## src/common/radio_policy_consts.vh

```
`ifndef RADIO_POLICY_CONSTS_VH
`define RADIO_POLICY_CONSTS_VH

// register map, byte offsets on the 16-bit register port
`define REG_RX_TIMEOUT_CONTROL 16'hDF12
`define REG_PACKET_END_STATE_CONTROL 16'hDF13
`define REG_POLICY_STATUS 16'hDF40

// rx_timeout_control fields
`define RX_END_ON_NO_CARRIER_BIT 4
`define RX_KEEP_ON_QUALITY_BIT 3
`define RX_TIMEOUT_CODE_MSB 2
`define RX_TIMEOUT_CODE_LSB 0
`define RX_TIMEOUT_CONTROL_MASK 8'h1F
`define RX_TIMEOUT_CONTROL_RESET 8'h07
`define RX_TIMEOUT_CODE_NONE 3'h7

// packet_end_state_control fields
`define CLEAR_CHANNEL_POLICY_MSB 5
`define CLEAR_CHANNEL_POLICY_LSB 4
`define AFTER_RX_STATE_MSB 3
`define AFTER_RX_STATE_LSB 2
`define AFTER_TX_STATE_MSB 1
`define AFTER_TX_STATE_LSB 0
`define PACKET_END_STATE_CONTROL_MASK 8'h3F
`define PACKET_END_STATE_CONTROL_RESET 8'h30

// clear channel policy codes
`define CCA_ALWAYS 2'h0
`define CCA_BELOW_THRESHOLD 2'h1
`define CCA_NOT_RECEIVING 2'h2
`define CCA_BELOW_AND_NOT_RECEIVING 2'h3

// after-packet state codes
`define NEXT_IDLE 2'h0
`define NEXT_SYNTH_ON_TX_READY 2'h1
`define NEXT_TX_FROM_RX 2'h2
`define NEXT_STAY_RX 2'h3
`define NEXT_STAY_TX 2'h2
`define NEXT_RX_FROM_TX 2'h3

// timing
`define CLOCK_MHZ 40
`define REF_FREQ_MHZ 26
`define REF_FREQ_NOMINAL_MHZ 26
`define ASK_CARRIER_WINDOW_SYMBOLS 4'h8
`define ASK_CARRIER_LAST_SYMBOL 4'h7
// tick rate = 2^24 / (C(000,res) * clock_mhz), C scaled by 26/X elsewhere
`define TICK_ACC_WIDTH 24
`define TICK_STEP_RES0 116321
`define TICK_STEP_RES1 23264
`define TICK_STEP_RES2 12925
`define TICK_STEP_RES3 8948

`endif

```

## src/clear_channel_eval.v

```verilog
`timescale 1ns/1ps
`include "radio_policy_consts.vh"

module clear_channel_eval (
	input wire clock_i,
	input wire reset_n_i,
	input wire [1:0] clear_channel_policy_i,
	input wire rssi_below_threshold_i,
	input wire receiving_packet_i,
	output reg clear_channel_flag_o
);
	reg next_flag;

	always @* begin
		case (clear_channel_policy_i)
			`CCA_ALWAYS: next_flag = 1'b1;
			`CCA_BELOW_THRESHOLD: next_flag = rssi_below_threshold_i;
			`CCA_NOT_RECEIVING: next_flag = !receiving_packet_i;
			default: next_flag = rssi_below_threshold_i && !receiving_packet_i;
		endcase
	end

	always @(posedge clock_i or negedge reset_n_i) begin
		if (!reset_n_i)
			clear_channel_flag_o <= 1'b0;
		else
			clear_channel_flag_o <= next_flag;
	end
endmodule // clear_channel_eval

```

## src/radio_rx_tx_state_policy.v

```verilog
// Notes on behaviour
// - rssi end bit set ends reception early on missing carrier sense.
// - ask/ook with rssi end bit: leave receive if no carrier in 8 symbols.
// - timeout, quality option clear: stay in receive only if sync found.
// - timeout, quality option set: stay if sync found or quality reached.
// - three-bit timeout code limits sync search; resets to all ones.
// - timeout is event0 period times table coefficient times 26/X.
// - clear channel flag driven by two-bit policy field, reset 11.
// - policy 00 always, 01 below threshold, 10 not receiving, 11 both.
// - after receive: 00 idle, 01 synth on, 10 transmit, 11 stay receive.
// - after transmit: 00 idle, 01 synth on, 10 stay transmit, 11 receive.
// - staying in transmit restarts preamble right after the packet.
`timescale 1ns/1ps
`include "radio_policy_consts.vh"

module radio_rx_tx_state_policy #(
	parameter EVENT0_W = 16,
	parameter REF_MHZ = `REF_FREQ_MHZ
) (
	input wire clock_i,
	input wire reset_n_i,
	input wire [15:0] addr_i,
	input wire [7:0] wr_data_i,
	input wire wr_en_i,
	input wire rd_en_i,
	output reg [7:0] rd_data_o,
	input wire cmd_idle_i,
	input wire cmd_rx_i,
	input wire cmd_tx_i,
	input wire cmd_synth_on_i,
	input wire packet_received_i,
	input wire packet_sent_i,
	input wire sync_found_i,
	input wire preamble_quality_threshold_i,
	input wire carrier_sense_i,
	input wire rssi_below_threshold_i,
	input wire ask_mode_i,
	input wire symbol_tick_i,
	input wire [EVENT0_W-1:0] wake_event0_period_i,
	input wire [1:0] wake_timer_resolution_i,
	output reg [3:0] radio_state_o,
	output reg preamble_start_o,
	output reg rx_timeout_o,
	output reg rx_carrier_end_o,
	output reg clear_channel_flag_o
);
	localparam [3:0] ST_IDLE = 4'h1;
	localparam [3:0] ST_RX = 4'h2;
	localparam [3:0] ST_TX = 4'h4;
	localparam [3:0] ST_SYNTH = 4'h8;

	reg [7:0] rx_timeout_control;
	reg [7:0] packet_end_state_control;
	reg [3:0] state;
	reg [3:0] next_state;
	reg sync_seen;
	reg quality_seen;
	reg carrier_seen;
	reg [3:0] symbol_count;
	reg next_preamble;
	reg next_timeout_evt;
	reg next_carrier_end;
	wire timer_expired;
	wire cca_flag;

	wire rx_end_on_no_carrier =
		rx_timeout_control[`RX_END_ON_NO_CARRIER_BIT];
	wire rx_keep_on_quality = rx_timeout_control[`RX_KEEP_ON_QUALITY_BIT];
	wire [2:0] rx_timeout_code =
		rx_timeout_control[`RX_TIMEOUT_CODE_MSB:`RX_TIMEOUT_CODE_LSB];
	wire [1:0] clear_channel_policy = packet_end_state_control
		[`CLEAR_CHANNEL_POLICY_MSB:`CLEAR_CHANNEL_POLICY_LSB];
	wire [1:0] after_rx_state = packet_end_state_control
		[`AFTER_RX_STATE_MSB:`AFTER_RX_STATE_LSB];
	wire [1:0] after_tx_state = packet_end_state_control
		[`AFTER_TX_STATE_MSB:`AFTER_TX_STATE_LSB];

	wire in_rx = (state == ST_RX);
	wire entering_rx = (next_state == ST_RX) && !in_rx;
	// a packet counts as being received from sync until the packet ends
	wire receiving_packet = in_rx && sync_seen;
	wire sync_now = sync_seen || sync_found_i;
	wire quality_now = quality_seen || preamble_quality_threshold_i;
	wire ask_window_done = (symbol_count ==
		`ASK_CARRIER_LAST_SYMBOL) && symbol_tick_i;

	// register port
	always @(posedge clock_i or negedge reset_n_i) begin
		if (!reset_n_i) begin
			rx_timeout_control <= `RX_TIMEOUT_CONTROL_RESET;
			packet_end_state_control <= `PACKET_END_STATE_CONTROL_RESET;
		end else if (wr_en_i) begin
			case (addr_i)
				`REG_RX_TIMEOUT_CONTROL:
					rx_timeout_control <= wr_data_i &
						`RX_TIMEOUT_CONTROL_MASK;
				`REG_PACKET_END_STATE_CONTROL:
					packet_end_state_control <= wr_data_i &
						`PACKET_END_STATE_CONTROL_MASK;
				default: ;
			endcase
		end
	end

	always @(posedge clock_i or negedge reset_n_i) begin
		if (!reset_n_i) begin
			rd_data_o <= 8'h00;
		end else if (rd_en_i) begin
			case (addr_i)
				`REG_RX_TIMEOUT_CONTROL: rd_data_o <= rx_timeout_control;
				`REG_PACKET_END_STATE_CONTROL:
					rd_data_o <= packet_end_state_control;
				`REG_POLICY_STATUS:
					rd_data_o <= {quality_seen, sync_seen, carrier_seen,
						clear_channel_flag_o, state};
				default: rd_data_o <= 8'h00;
			endcase
		end else begin
			rd_data_o <= 8'h00;
		end
	end

	// next state: commands first, then packet ends, then rx terminations
	always @* begin
		next_state = state;
		next_preamble = 1'b0;
		next_timeout_evt = 1'b0;
		next_carrier_end = 1'b0;
		if (cmd_idle_i) begin
			next_state = ST_IDLE;
		end else if (cmd_rx_i) begin
			next_state = ST_RX;
		end else if (cmd_tx_i) begin
			next_state = ST_TX;
			next_preamble = (state != ST_TX);
		end else if (cmd_synth_on_i) begin
			next_state = ST_SYNTH;
		end else begin
			case (state)
				ST_RX: begin
					if (packet_received_i) begin
						case (after_rx_state)
							`NEXT_IDLE: next_state = ST_IDLE;
							`NEXT_SYNTH_ON_TX_READY: next_state = ST_SYNTH;
							`NEXT_TX_FROM_RX: begin
								next_state = ST_TX;
								next_preamble = 1'b1;
							end
							default: next_state = ST_RX;
						endcase
					end else if (timer_expired) begin
						// stay only on sync, or on quality if enabled
						if (!(sync_now || (rx_keep_on_quality &&
							quality_now))) begin
							next_state = ST_IDLE;
							next_timeout_evt = 1'b1;
						end
					end else if (rx_end_on_no_carrier && !sync_now) begin
						if (ask_mode_i) begin
							if (ask_window_done && !carrier_seen &&
								!carrier_sense_i) begin
								next_state = ST_IDLE;
								next_carrier_end = 1'b1;
							end
						end else if (carrier_seen && !carrier_sense_i) begin
							// carrier came and went with no sync found
							next_state = ST_IDLE;
							next_carrier_end = 1'b1;
						end
					end
				end
				ST_TX: begin
					if (packet_sent_i) begin
						case (after_tx_state)
							`NEXT_IDLE: next_state = ST_IDLE;
							`NEXT_SYNTH_ON_TX_READY: next_state = ST_SYNTH;
							`NEXT_STAY_TX: begin
								next_state = ST_TX;
								next_preamble = 1'b1;
							end
							default: next_state = ST_RX;
						endcase
					end
				end
				ST_IDLE: next_state = ST_IDLE;
				ST_SYNTH: next_state = ST_SYNTH;
				default: next_state = ST_IDLE;
			endcase
		end
	end

	always @(posedge clock_i or negedge reset_n_i) begin
		if (!reset_n_i) begin
			state <= ST_IDLE;
			radio_state_o <= ST_IDLE;
			preamble_start_o <= 1'b0;
			rx_timeout_o <= 1'b0;
			rx_carrier_end_o <= 1'b0;
		end else begin
			state <= next_state;
			radio_state_o <= next_state;
			preamble_start_o <= next_preamble;
			rx_timeout_o <= next_timeout_evt;
			rx_carrier_end_o <= next_carrier_end;
		end
	end

	// per-reception history, cleared on every receive entry
	always @(posedge clock_i or negedge reset_n_i) begin
		if (!reset_n_i) begin
			sync_seen <= 1'b0;
			quality_seen <= 1'b0;
			carrier_seen <= 1'b0;
			symbol_count <= 4'h0;
		end else if (entering_rx || !in_rx || packet_received_i) begin
			sync_seen <= 1'b0;
			quality_seen <= 1'b0;
			carrier_seen <= 1'b0;
			symbol_count <= 4'h0;
		end else begin
			sync_seen <= sync_now;
			quality_seen <= quality_now;
			carrier_seen <= carrier_seen || carrier_sense_i;
			// saturates so the window check fires only once
			if (symbol_tick_i && symbol_count !=
				`ASK_CARRIER_WINDOW_SYMBOLS)
				symbol_count <= symbol_count + 4'h1;
		end
	end

	always @(posedge clock_i or negedge reset_n_i) begin
		if (!reset_n_i)
			clear_channel_flag_o <= 1'b0;
		else
			clear_channel_flag_o <= cca_flag;
	end

	rx_timeout_timer #(
		.EVENT0_W(EVENT0_W),
		.REF_MHZ(REF_MHZ)
	) u_rx_timeout_timer (
		.clock_i(clock_i),
		.reset_n_i(reset_n_i),
		.restart_i(entering_rx),
		.enable_i(in_rx),
		.wake_event0_period_i(wake_event0_period_i),
		.code_i(rx_timeout_code),
		.wake_timer_resolution_i(wake_timer_resolution_i),
		.expired_o(timer_expired)
	);

	clear_channel_eval u_clear_channel_eval (
		.clock_i(clock_i),
		.reset_n_i(reset_n_i),
		.clear_channel_policy_i(clear_channel_policy),
		.rssi_below_threshold_i(rssi_below_threshold_i),
		.receiving_packet_i(receiving_packet),
		.clear_channel_flag_o(cca_flag)
	);
endmodule // radio_rx_tx_state_policy

```

## src/rx_timeout_timer.v

```verilog
`timescale 1ns/1ps
`include "radio_policy_consts.vh"

module rx_timeout_timer #(
	parameter EVENT0_W = 16,
	parameter REF_MHZ = `REF_FREQ_MHZ
) (
	input wire clock_i,
	input wire reset_n_i,
	input wire restart_i,
	input wire enable_i,
	input wire [EVENT0_W-1:0] wake_event0_period_i,
	input wire [2:0] code_i,
	input wire [1:0] wake_timer_resolution_i,
	output reg expired_o
);
	localparam AW = `TICK_ACC_WIDTH;
	// reference frequency rescales the step, so period goes as 26/X
	localparam [AW-1:0] STEP0 = (`TICK_STEP_RES0 * REF_MHZ) / 26;
	localparam [AW-1:0] STEP1 = (`TICK_STEP_RES1 * REF_MHZ) / 26;
	localparam [AW-1:0] STEP2 = (`TICK_STEP_RES2 * REF_MHZ) / 26;
	localparam [AW-1:0] STEP3 = (`TICK_STEP_RES3 * REF_MHZ) / 26;

	reg [AW-1:0] acc;
	reg [EVENT0_W-1:0] remaining;
	reg armed;
	reg [AW-1:0] step_base;
	wire [AW-1:0] step = step_base << code_i;
	wire [AW:0] sum = {1'b0, acc} + {1'b0, step};

	always @* begin
		case (wake_timer_resolution_i)
			2'h0: step_base = STEP0;
			2'h1: step_base = STEP1;
			2'h2: step_base = STEP2;
			default: step_base = STEP3;
		endcase
	end

	always @(posedge clock_i or negedge reset_n_i) begin
		if (!reset_n_i) begin
			acc <= {AW{1'b0}};
			remaining <= {EVENT0_W{1'b0}};
			armed <= 1'b0;
			expired_o <= 1'b0;
		end else begin
			expired_o <= 1'b0;
			if (restart_i) begin
				acc <= {AW{1'b0}};
				remaining <= wake_event0_period_i;
				armed <= (code_i != `RX_TIMEOUT_CODE_NONE);
			end else if (enable_i && armed) begin
				acc <= sum[AW-1:0];
				if (sum[AW]) begin
					if (remaining <= {{(EVENT0_W-1){1'b0}}, 1'b1}) begin
						armed <= 1'b0;
						expired_o <= 1'b1;
					end else begin
						remaining <= remaining - 1'b1;
					end
				end
			end else if (!enable_i) begin
				armed <= 1'b0;
			end
		end
	end
endmodule // rx_timeout_timer

```

## config.mk

```make
export PLATFORM = sky130hd
export DESIGN_NAME = radio_rx_tx_state_policy
export DESIGN_NICKNAME = d
export VERILOG_FILES = /design/src/clear_channel_eval.v /design/src/radio_rx_tx_state_policy.v /design/src/rx_timeout_timer.v
export VERILOG_INCLUDE_DIRS = /design/src /design/src/common
export SDC_FILE = /design/constraint.sdc
export NUM_CORES = 1
export LEC_CHECK = 0
export CAP_MARGIN = 20
export CORE_MARGIN = 1
export CORE_UTILIZATION = 53
export CTS_BUF_LIST = sky130_fd_sc_hd__clkbuf_4
export DETAILED_ROUTE_END_ITERATION = 8
export DONT_BUFFER_PORTS = 1
export PLACE_DENSITY = 0.68
export SETUP_SLACK_MARGIN = 0.3
export SKIP_CTS_REPAIR_TIMING = 1
export SLEW_MARGIN = 20
export SYNTH_ARGS = -nofsm -noshare
export SYNTH_HDL_FRONTEND = slang
export SYNTH_SLANG_ARGS = --single-unit
```

## constraint.sdc

```tcl
create_clock -name clock_i -period 12.4 [get_ports clock_i]
set_clock_uncertainty 0.2 [all_clocks]
set_input_delay 0 -clock clock_i [delete_from_list [all_inputs] [get_ports clock_i]]
set_output_delay 0 -clock clock_i [all_outputs]
set_load 0.02 [all_outputs]
```

==> results of run 1 <==
-- Yosys cell counts (6+ instances only) --
cell type	count	area share, %
xnor2_1	13	2.2
dfrtp_1	71	34
nor2_1	63	4.5
dfstp_2	6	3.0
nand2b_1	8	0.95
nand3_1	41	3.9
a21oi_1	42	4.0
o21ai_0	50	4.7
mux2i_1	12	2.3
nor3_1	12	1.1
nor2b_1	16	1.9
ha_1	35	8.3
inv_1	20	1.4
a31oi_1	10	1.2
nand2_1	42	3.0
nand4_1	7	0.83
mux2_2	17	3.6
clkbuf_1	18	1.3
xor2_1	19	3.2
a21o_1	11	1.6
-- layer usage --
layer	vias up	share of wire (%)	track usage, %
met1	2198	44	28.87
met5	-	0	0
met4	0	1.1	7.358
met3	12	4.6	5.590
met2	122	50	37.99
li1	2268	-	-
-- flip-flops by register name, indices dropped and copies added, names as in the netlist --
register                                   cells
rx_timeout_o                                   1
quality_seen                                   1
sync_seen                                      1
rx_timeout_control                             5
u_rx_timeout_timer.expired_o                   1
symbol_count                                   4
preamble_start_o                               1
rd_data_o                                      8
u_rx_timeout_timer.acc                        24
clear_channel_flag_o                           1
u_rx_timeout_timer.armed                       1
packet_end_state_control                       6
u_rx_timeout_timer.remaining                  16
rx_carrier_end_o                               1
u_clear_channel_eval.clear_channel_flag_o      1
state                                          4
carrier_seen                                   1
-- where the power goes --
| part | internal, mW | switching (mW) |
|---|---|---|
| sequential | 0.263 | 0.0117 |
| combinational | 0.0405 | 0.0472 |
| clock | 0.0446 | 0.0899 |
-- cell type report --
| cell class | count | area [µm²] | area share, % |
|---|---|---|---|
| multi-input cells | 479 | 3171 | 52.13 |
| well taps | 133 | 166.4 | 2.736 |
| clock inverters | 5 | 27.53 | 0.4526 |
| flip-flops and latches | 77 | 1934 | 31.80 |
| clock buffers | 11 | 82.58 | 1.358 |
| repair buffers | 60 | 625.6 | 10.29 |
| inverters | 20 | 75.07 | 1.234 |
-- through the flow --
| step | setup WS, ps | area, µm² | instances | util (%) | total power [mW] |
|---|---|---|---|---|---|
| finish | 7534 | 6082 | 785 | 62.51 | 0.4970 |
| global route | 7053 | 6082 | 785 | 62.51 | 0.5288 |
| CTS | 7542 | 5480 | 729 | 56.33 | 0.4814 |
| detailed placement | 7579 | 5370 | 713 | 55.20 | 0.3456 |
| global placement | 7653 | 5370 | 713 | 55.20 | 0.3431 |
| floorplan | 8155 | 5273 | 600 | - | 0.3324 |
-- worst min-delay path by stage --
stage                     startpoint                                     to  cells after the start
after global placement     reset_n_i            symbol_count[3]$_DFFE_PN0P_                      0
after detailed placement   reset_n_i            symbol_count[0]$_DFFE_PN0P_                      0
after CTS                  reset_n_i  u_rx_timeout_timer.acc[8]$_DFFE_PN0P_                      0
after global routing       addr_i[1]      rx_timeout_control[2]$_DFFE_PN1P_                      4
after floorplan            reset_n_i                 carrier_seen$_DFF_PN0_                      0
final                      addr_i[1]      rx_timeout_control[3]$_DFFE_PN0P_                      4
-- cells by family (layout without fill, tap and decap cells) --
logic type               after synthesis  after routing  share of synthesized area, %
AO/OA/AOI/OAI                        153            153                         17.63
flip-flops                            77             77                         36.69
multiplexers                          30             30                         6.194
AND/OR/NAND/NOR                      228            228                         22.14
buffers and inverters                 44             96                         3.346
XOR/XNOR                              32             32                         5.316
adder cells (fa/ha/maj)               36             36                         8.685
-- worst min-delay path: cells and delay by family --
kind / cells / cell delay [ps]
muxes: 1 / 200
and+or+nand+nor: 3 / 390
-- cell usage in the layout, fill, tap and decap left out, drive strengths merged, types with 10 or more instances in the layout --
cell type,netlist,routed
xor2,19,19
mux2i,12,12
nor3,12,12
dfrtp,71,71
a21o,11,11
mux2,18,18
a21oi,44,44
nor2b,16,16
xnor2,13,13
nor2,63,63
clkbuf,18,11
nand3,41,41
ha,35,35
inv,20,20
dlygate4sd3,0,54
nand2,42,42
o21ai,50,50
a31oi,10,10
==> flow_summary.toml, run 1 <==
[cts]
worstSkewPairLatency_ps = 430
cts-root-buf = "clkbuf_4"
h-tree-depth = 3
cts.clk_slew.worst_paths_ps = 130
cts.sinks = 77
cts_buffers = 9
tritoncts = "yes"
clock_path_buffers = 2

[setup_path]
rrSetupSlack_ps = 7530
crit_slowest_cell = "dfstp_2"
crit_top_cell = "inv_1"
critPathArrivalTime_ps = 5010
r2r_cells = 17
path_max_fanout = 21
rr_startpoint = "rx_timeout_control[0]$_DFFE_PN1P_"
critical_path_class = "flop to flop"
critPathTopFamily = "simple AND/OR/NAND/NOR gates"
critPathLaunchType = "flop"
end_kind = "flop"
crit_required_ps = 12550
crit_start = "rx_timeout_control[0]$_DFFE_PN1P_"
max_stage_delay_ps = 770
cp.depth = 17
worstPathCellList = "inv_1 -> ha_1 -> inv_1 -> nand2_1 -> o21ai_0 -> mux2i_1 -> ha_1 -> nand3_1 -> nor2_1 -> inv_1 -> a211oi_1 -> o2111ai_1 -> a21oi_1 -> buf_4 -> nand3_1 -> or4_2 -> a31oi_1"
endpoint = "u_rx_timeout_timer.remaining[12]$_DFFE_PN0P_"
path_buf_inv = 4
r2r_end = "u_rx_timeout_timer.remaining[12]$_DFFE_PN0P_"

[route]
wl_per_cell_um = 15.74
first_pass_iters = 4
first_iter_violations = 185
remaining_drc_errors = 0
ant_nets = 0
viasPerCell = 5.860
vias = 4600
routed_wirelength_mm = 12.36

[timing]
rsz0062_at_grt = "false"
tightest_slew_ps = 695.3
drv_slew = 0
slew_headroom_pct = 53.29
hold_slack_ps = -26.59
fin_crit_sh_pct = 39.24
setup_viol = 0
fin_crit_ps = 4866
max_freq_mhz = 205.5
setup_tns_ps = 0
hold_violations = 3

[pwr]
power_density_nw_per_um2 = 81.72
peakVddDrop_mv = 0.04120
leakage_nw = 2.685

[yosys]
yosys_warnings = 0
synth_area_um2 = 5273
syn-num-nets = 694
synth.avg_cell_area_um2 = 8.788
seq_area_frac_synth_pct = 36.69
synth_ff_type = "dfrtp_1"
synth_edf_count = 0
ys_async_sr_fraction_pct = 100.0
synth_cell_type_count = 65
syn-instance-count = 600
synth_seq_cells = 77

[global_route]
grt_pass1_vias = 4139
grt_use_total_pct = 22.76
grt_pass1_wl_mm = 18.68
gr-total-overflow = 0
antenna_found_initial = 0
grt_start_max_net_pins = 78

[finish]
fin_nets = 741
syn_to_final_growth_pct = 15.35
fill_cells = 818
n_antenna_cell = 0
drive_gt1_share_pct = 10.12

[floorplan]
core-area_um2 = 9729
die_h_um = 101.7
die_x_um = 101.7
start_util_pct = 54.19
rows = 36
dieArea_um2 = 10350
io_pins = 74

[min_path]
hold_class = "primary input to flop"

[placement]
hpwl_mm = 7.943
port_buffers = 0
gp_congestion = 0.8597

[run_status]
outcome = "finished with violations"
violations = "hold timing"

[job]
maxCapViolations = 0
Note: power is estimated with default switching activity, not from simulation.
==> run 2, diff against run 1 <==
==> constraint.sdc (replaced) <==
create_clock -name clock_i -period 4.9 [get_ports clock_i]
set_clock_uncertainty 0.2 [all_clocks]
set_input_delay 0 -clock clock_i [delete_from_list [all_inputs] [get_ports clock_i]]
set_output_delay 0 -clock clock_i [all_outputs]
set_load 0.02 [all_outputs]
==> run 2 against run 1 <==
The run now ends clean. Critical path depth is the same. Wire length grew 3.4%. Sequential cell count is the same. Combinational power grew to 2.6 times the previous value. Hold slack gained 85 ps. Non-clock buffer count grew 3. Sequential power grew to 2.5 times the previous value. Global-route usage grew 0.39 points. Via count grew 0.43%.
==> flow_summary.toml, run 2 (same netlist as run 1, synthesis figures left out) <==
[finish]
fill_cells = 838
final_common_cell = "dfrtp_1"
fin_nets = 744
largest_register = "u_rx_timeout_timer.acc"
drive_gt1_share_pct = 10.53
syn_to_final_growth_pct = 16.54
largestRegisters = "u_rx_timeout_timer.acc x24, u_rx_timeout_timer.remaining x16, rd_data_o x8"
layout_common_cells = "71 x dfrtp_1, 63 x nor2_1, 56 x dlygate4sd3_1"
largest_reg_flops = 24
n_antenna_cell = 0

[cts]
tritoncts = "yes"
cts.sinks = 77
worstSkewPairLatency_ps = 420
cts.clk_slew.worst_paths_ps = 130
clock_path_buffers = 2
cts_buffers = 9
cts-root-buf = "clkbuf_4"
h-tree-depth = 3

[timing]
hold_violations = 0
setup_tns_ps = 0
fin_crit_ps = 4328
tightest_slew_ps = 847.9
rsz0062_at_grt = "false"
setup_viol = 0
layout_setup_ws_ps = 571.8
slew_headroom_pct = 43.04
max_freq_mhz = 231.0
fin_crit_sh_pct = 88.33
drv_slew = 0

[global_route]
grt_pass1_vias = 4090
use_met2_pct = 39.09
antenna_found_initial = 0
grt_use_total_pct = 23.16
grt_pass1_wl_mm = 18.81
gr-usage-met1_pct = 29.68
grt_start_max_net_pins = 78
gr-total-overflow = 0
use_met3_pct = 3.865
busiest_layer = "met2"

[setup_path]
critPathArrivalTime_ps = 4440
crit_start = "rx_timeout_control[0]$_DFFE_PN1P_"
rr_startpoint = "rx_timeout_control[0]$_DFFE_PN1P_"
end_kind = "flop"
critPathLaunchType = "flop"
critical_path_class = "flop to flop"
path_max_fanout = 12
crit_required_ps = 5010

[placement]
dp_slack_ps = 538.2
port_buffers = 0
hpwl_mm = 8.124
gp_congestion = 0.8666

[floorplan]
rows = 36
die_h_um = 101.7
io_pins = 74
dieArea_um2 = 10350
start_util_pct = 54.19
die_x_um = 101.7
core-area_um2 = 9729

[pwr]
leakage_nw = 2.717
power_density_nw_per_um2 = 212.1
peakVddDrop_mv = 0.1040

[route]
remaining_drc_errors = 0
ant_nets = 0
viasPerCell = 5.863
routed_wirelength_mm = 12.78
wl_per_cell_um = 16.22
first_iter_violations = 290
vias = 4620
first_pass_iters = 5

[run_status]
outcome = "finished, final reports clean"

[job]
maxCapViolations = 0

[min_path]
hold_class = "primary input to flop"
hp-start = "addr_i[1]"
[run 2: metrics by stage]
stage / power (mW) / area (µm²) / std cells / hold slack, ps / util (%)
finish: 1.303 / 6145 / 788 / 58.80 / 63.16
global route: 1.373 / 6145 / 788 / 37.45 / 63.16
CTS: 1.268 / 5510 / 730 / -997.9 / 56.64
detailed placement: 0.8765 / 5378 / 714 / -492.9 / 55.27
global placement: 0.8693 / 5378 / 714 / -493.3 / 55.27
floorplan: 0.8412 / 5273 / 600 / -495.6 / -
[run 2: critical path: stages (launching register included)]
cell       delay (ps)
dfstp_2           620
inv_1             140
ha_1              230
inv_1              80
nand2_1            70
o21ai_1           180
mux2i_1           100
ha_1              360
a21o_1            180
a21o_1            170
a221o_1           380
or4_1             430
o2111ai_1         310
a21oi_2           120
buf_4             200
a21oi_2           150
a21oi_2            40
mux2_4            260
[run 2: metal layers]
metal | vias up | share of wire, %
met2 | 138 | 50
li1 | 2271 | -
met1 | 2184 | 44
met3 | 27 | 4.4
met4 | 0 | 2.4
met5 | - | 0
[run 2: final timing paths]
| check | cells past startpoint | end | slack, ps |
|---|---|---|---|
| min in group asynchronous | 3 | rx_timeout_control[2]$_DFFE_PN1P_ | 550 |
| setup reg to reg | 17 | u_rx_timeout_timer.remaining[1]$_DFFE_PN0P_ | 570 |
| hold reg to reg | 0 | clear_channel_flag_o$_DFF_PN0_ | 160 |
| hold / removal | 4 | rx_timeout_control[2]$_DFFE_PN1P_ | 60 |
| setup / recovery | 17 | u_rx_timeout_timer.remaining[1]$_DFFE_PN0P_ | 570 |
| max in group asynchronous | 4 | packet_end_state_control[1]$_DFFE_PN0P_ | 3580 |
[run 2: cell type report]
| class | count | area [µm²] | area share [%] |
|---|---|---|---|
| tap | 133 | 166.4 | 2.708 |
| timing repair buffer | 63 | 653.1 | 10.63 |
| sequential | 77 | 1938 | 31.54 |
| multi-input combinational | 479 | 3179 | 51.74 |
| clock inverter | 7 | 65.06 | 1.059 |
| inverter | 20 | 75.07 | 1.222 |
| clock buffer | 9 | 67.56 | 1.100 |
[run 2: power breakdown]
group	total, mW	leakage [nW]	switching (mW)	internal, mW
sequential	0.697	0.993	0.0310	0.666
combinational	0.224	1.65	0.121	0.103
clock	0.382	0.0735	0.229	0.153
total	1.30	2.72	0.381	0.922
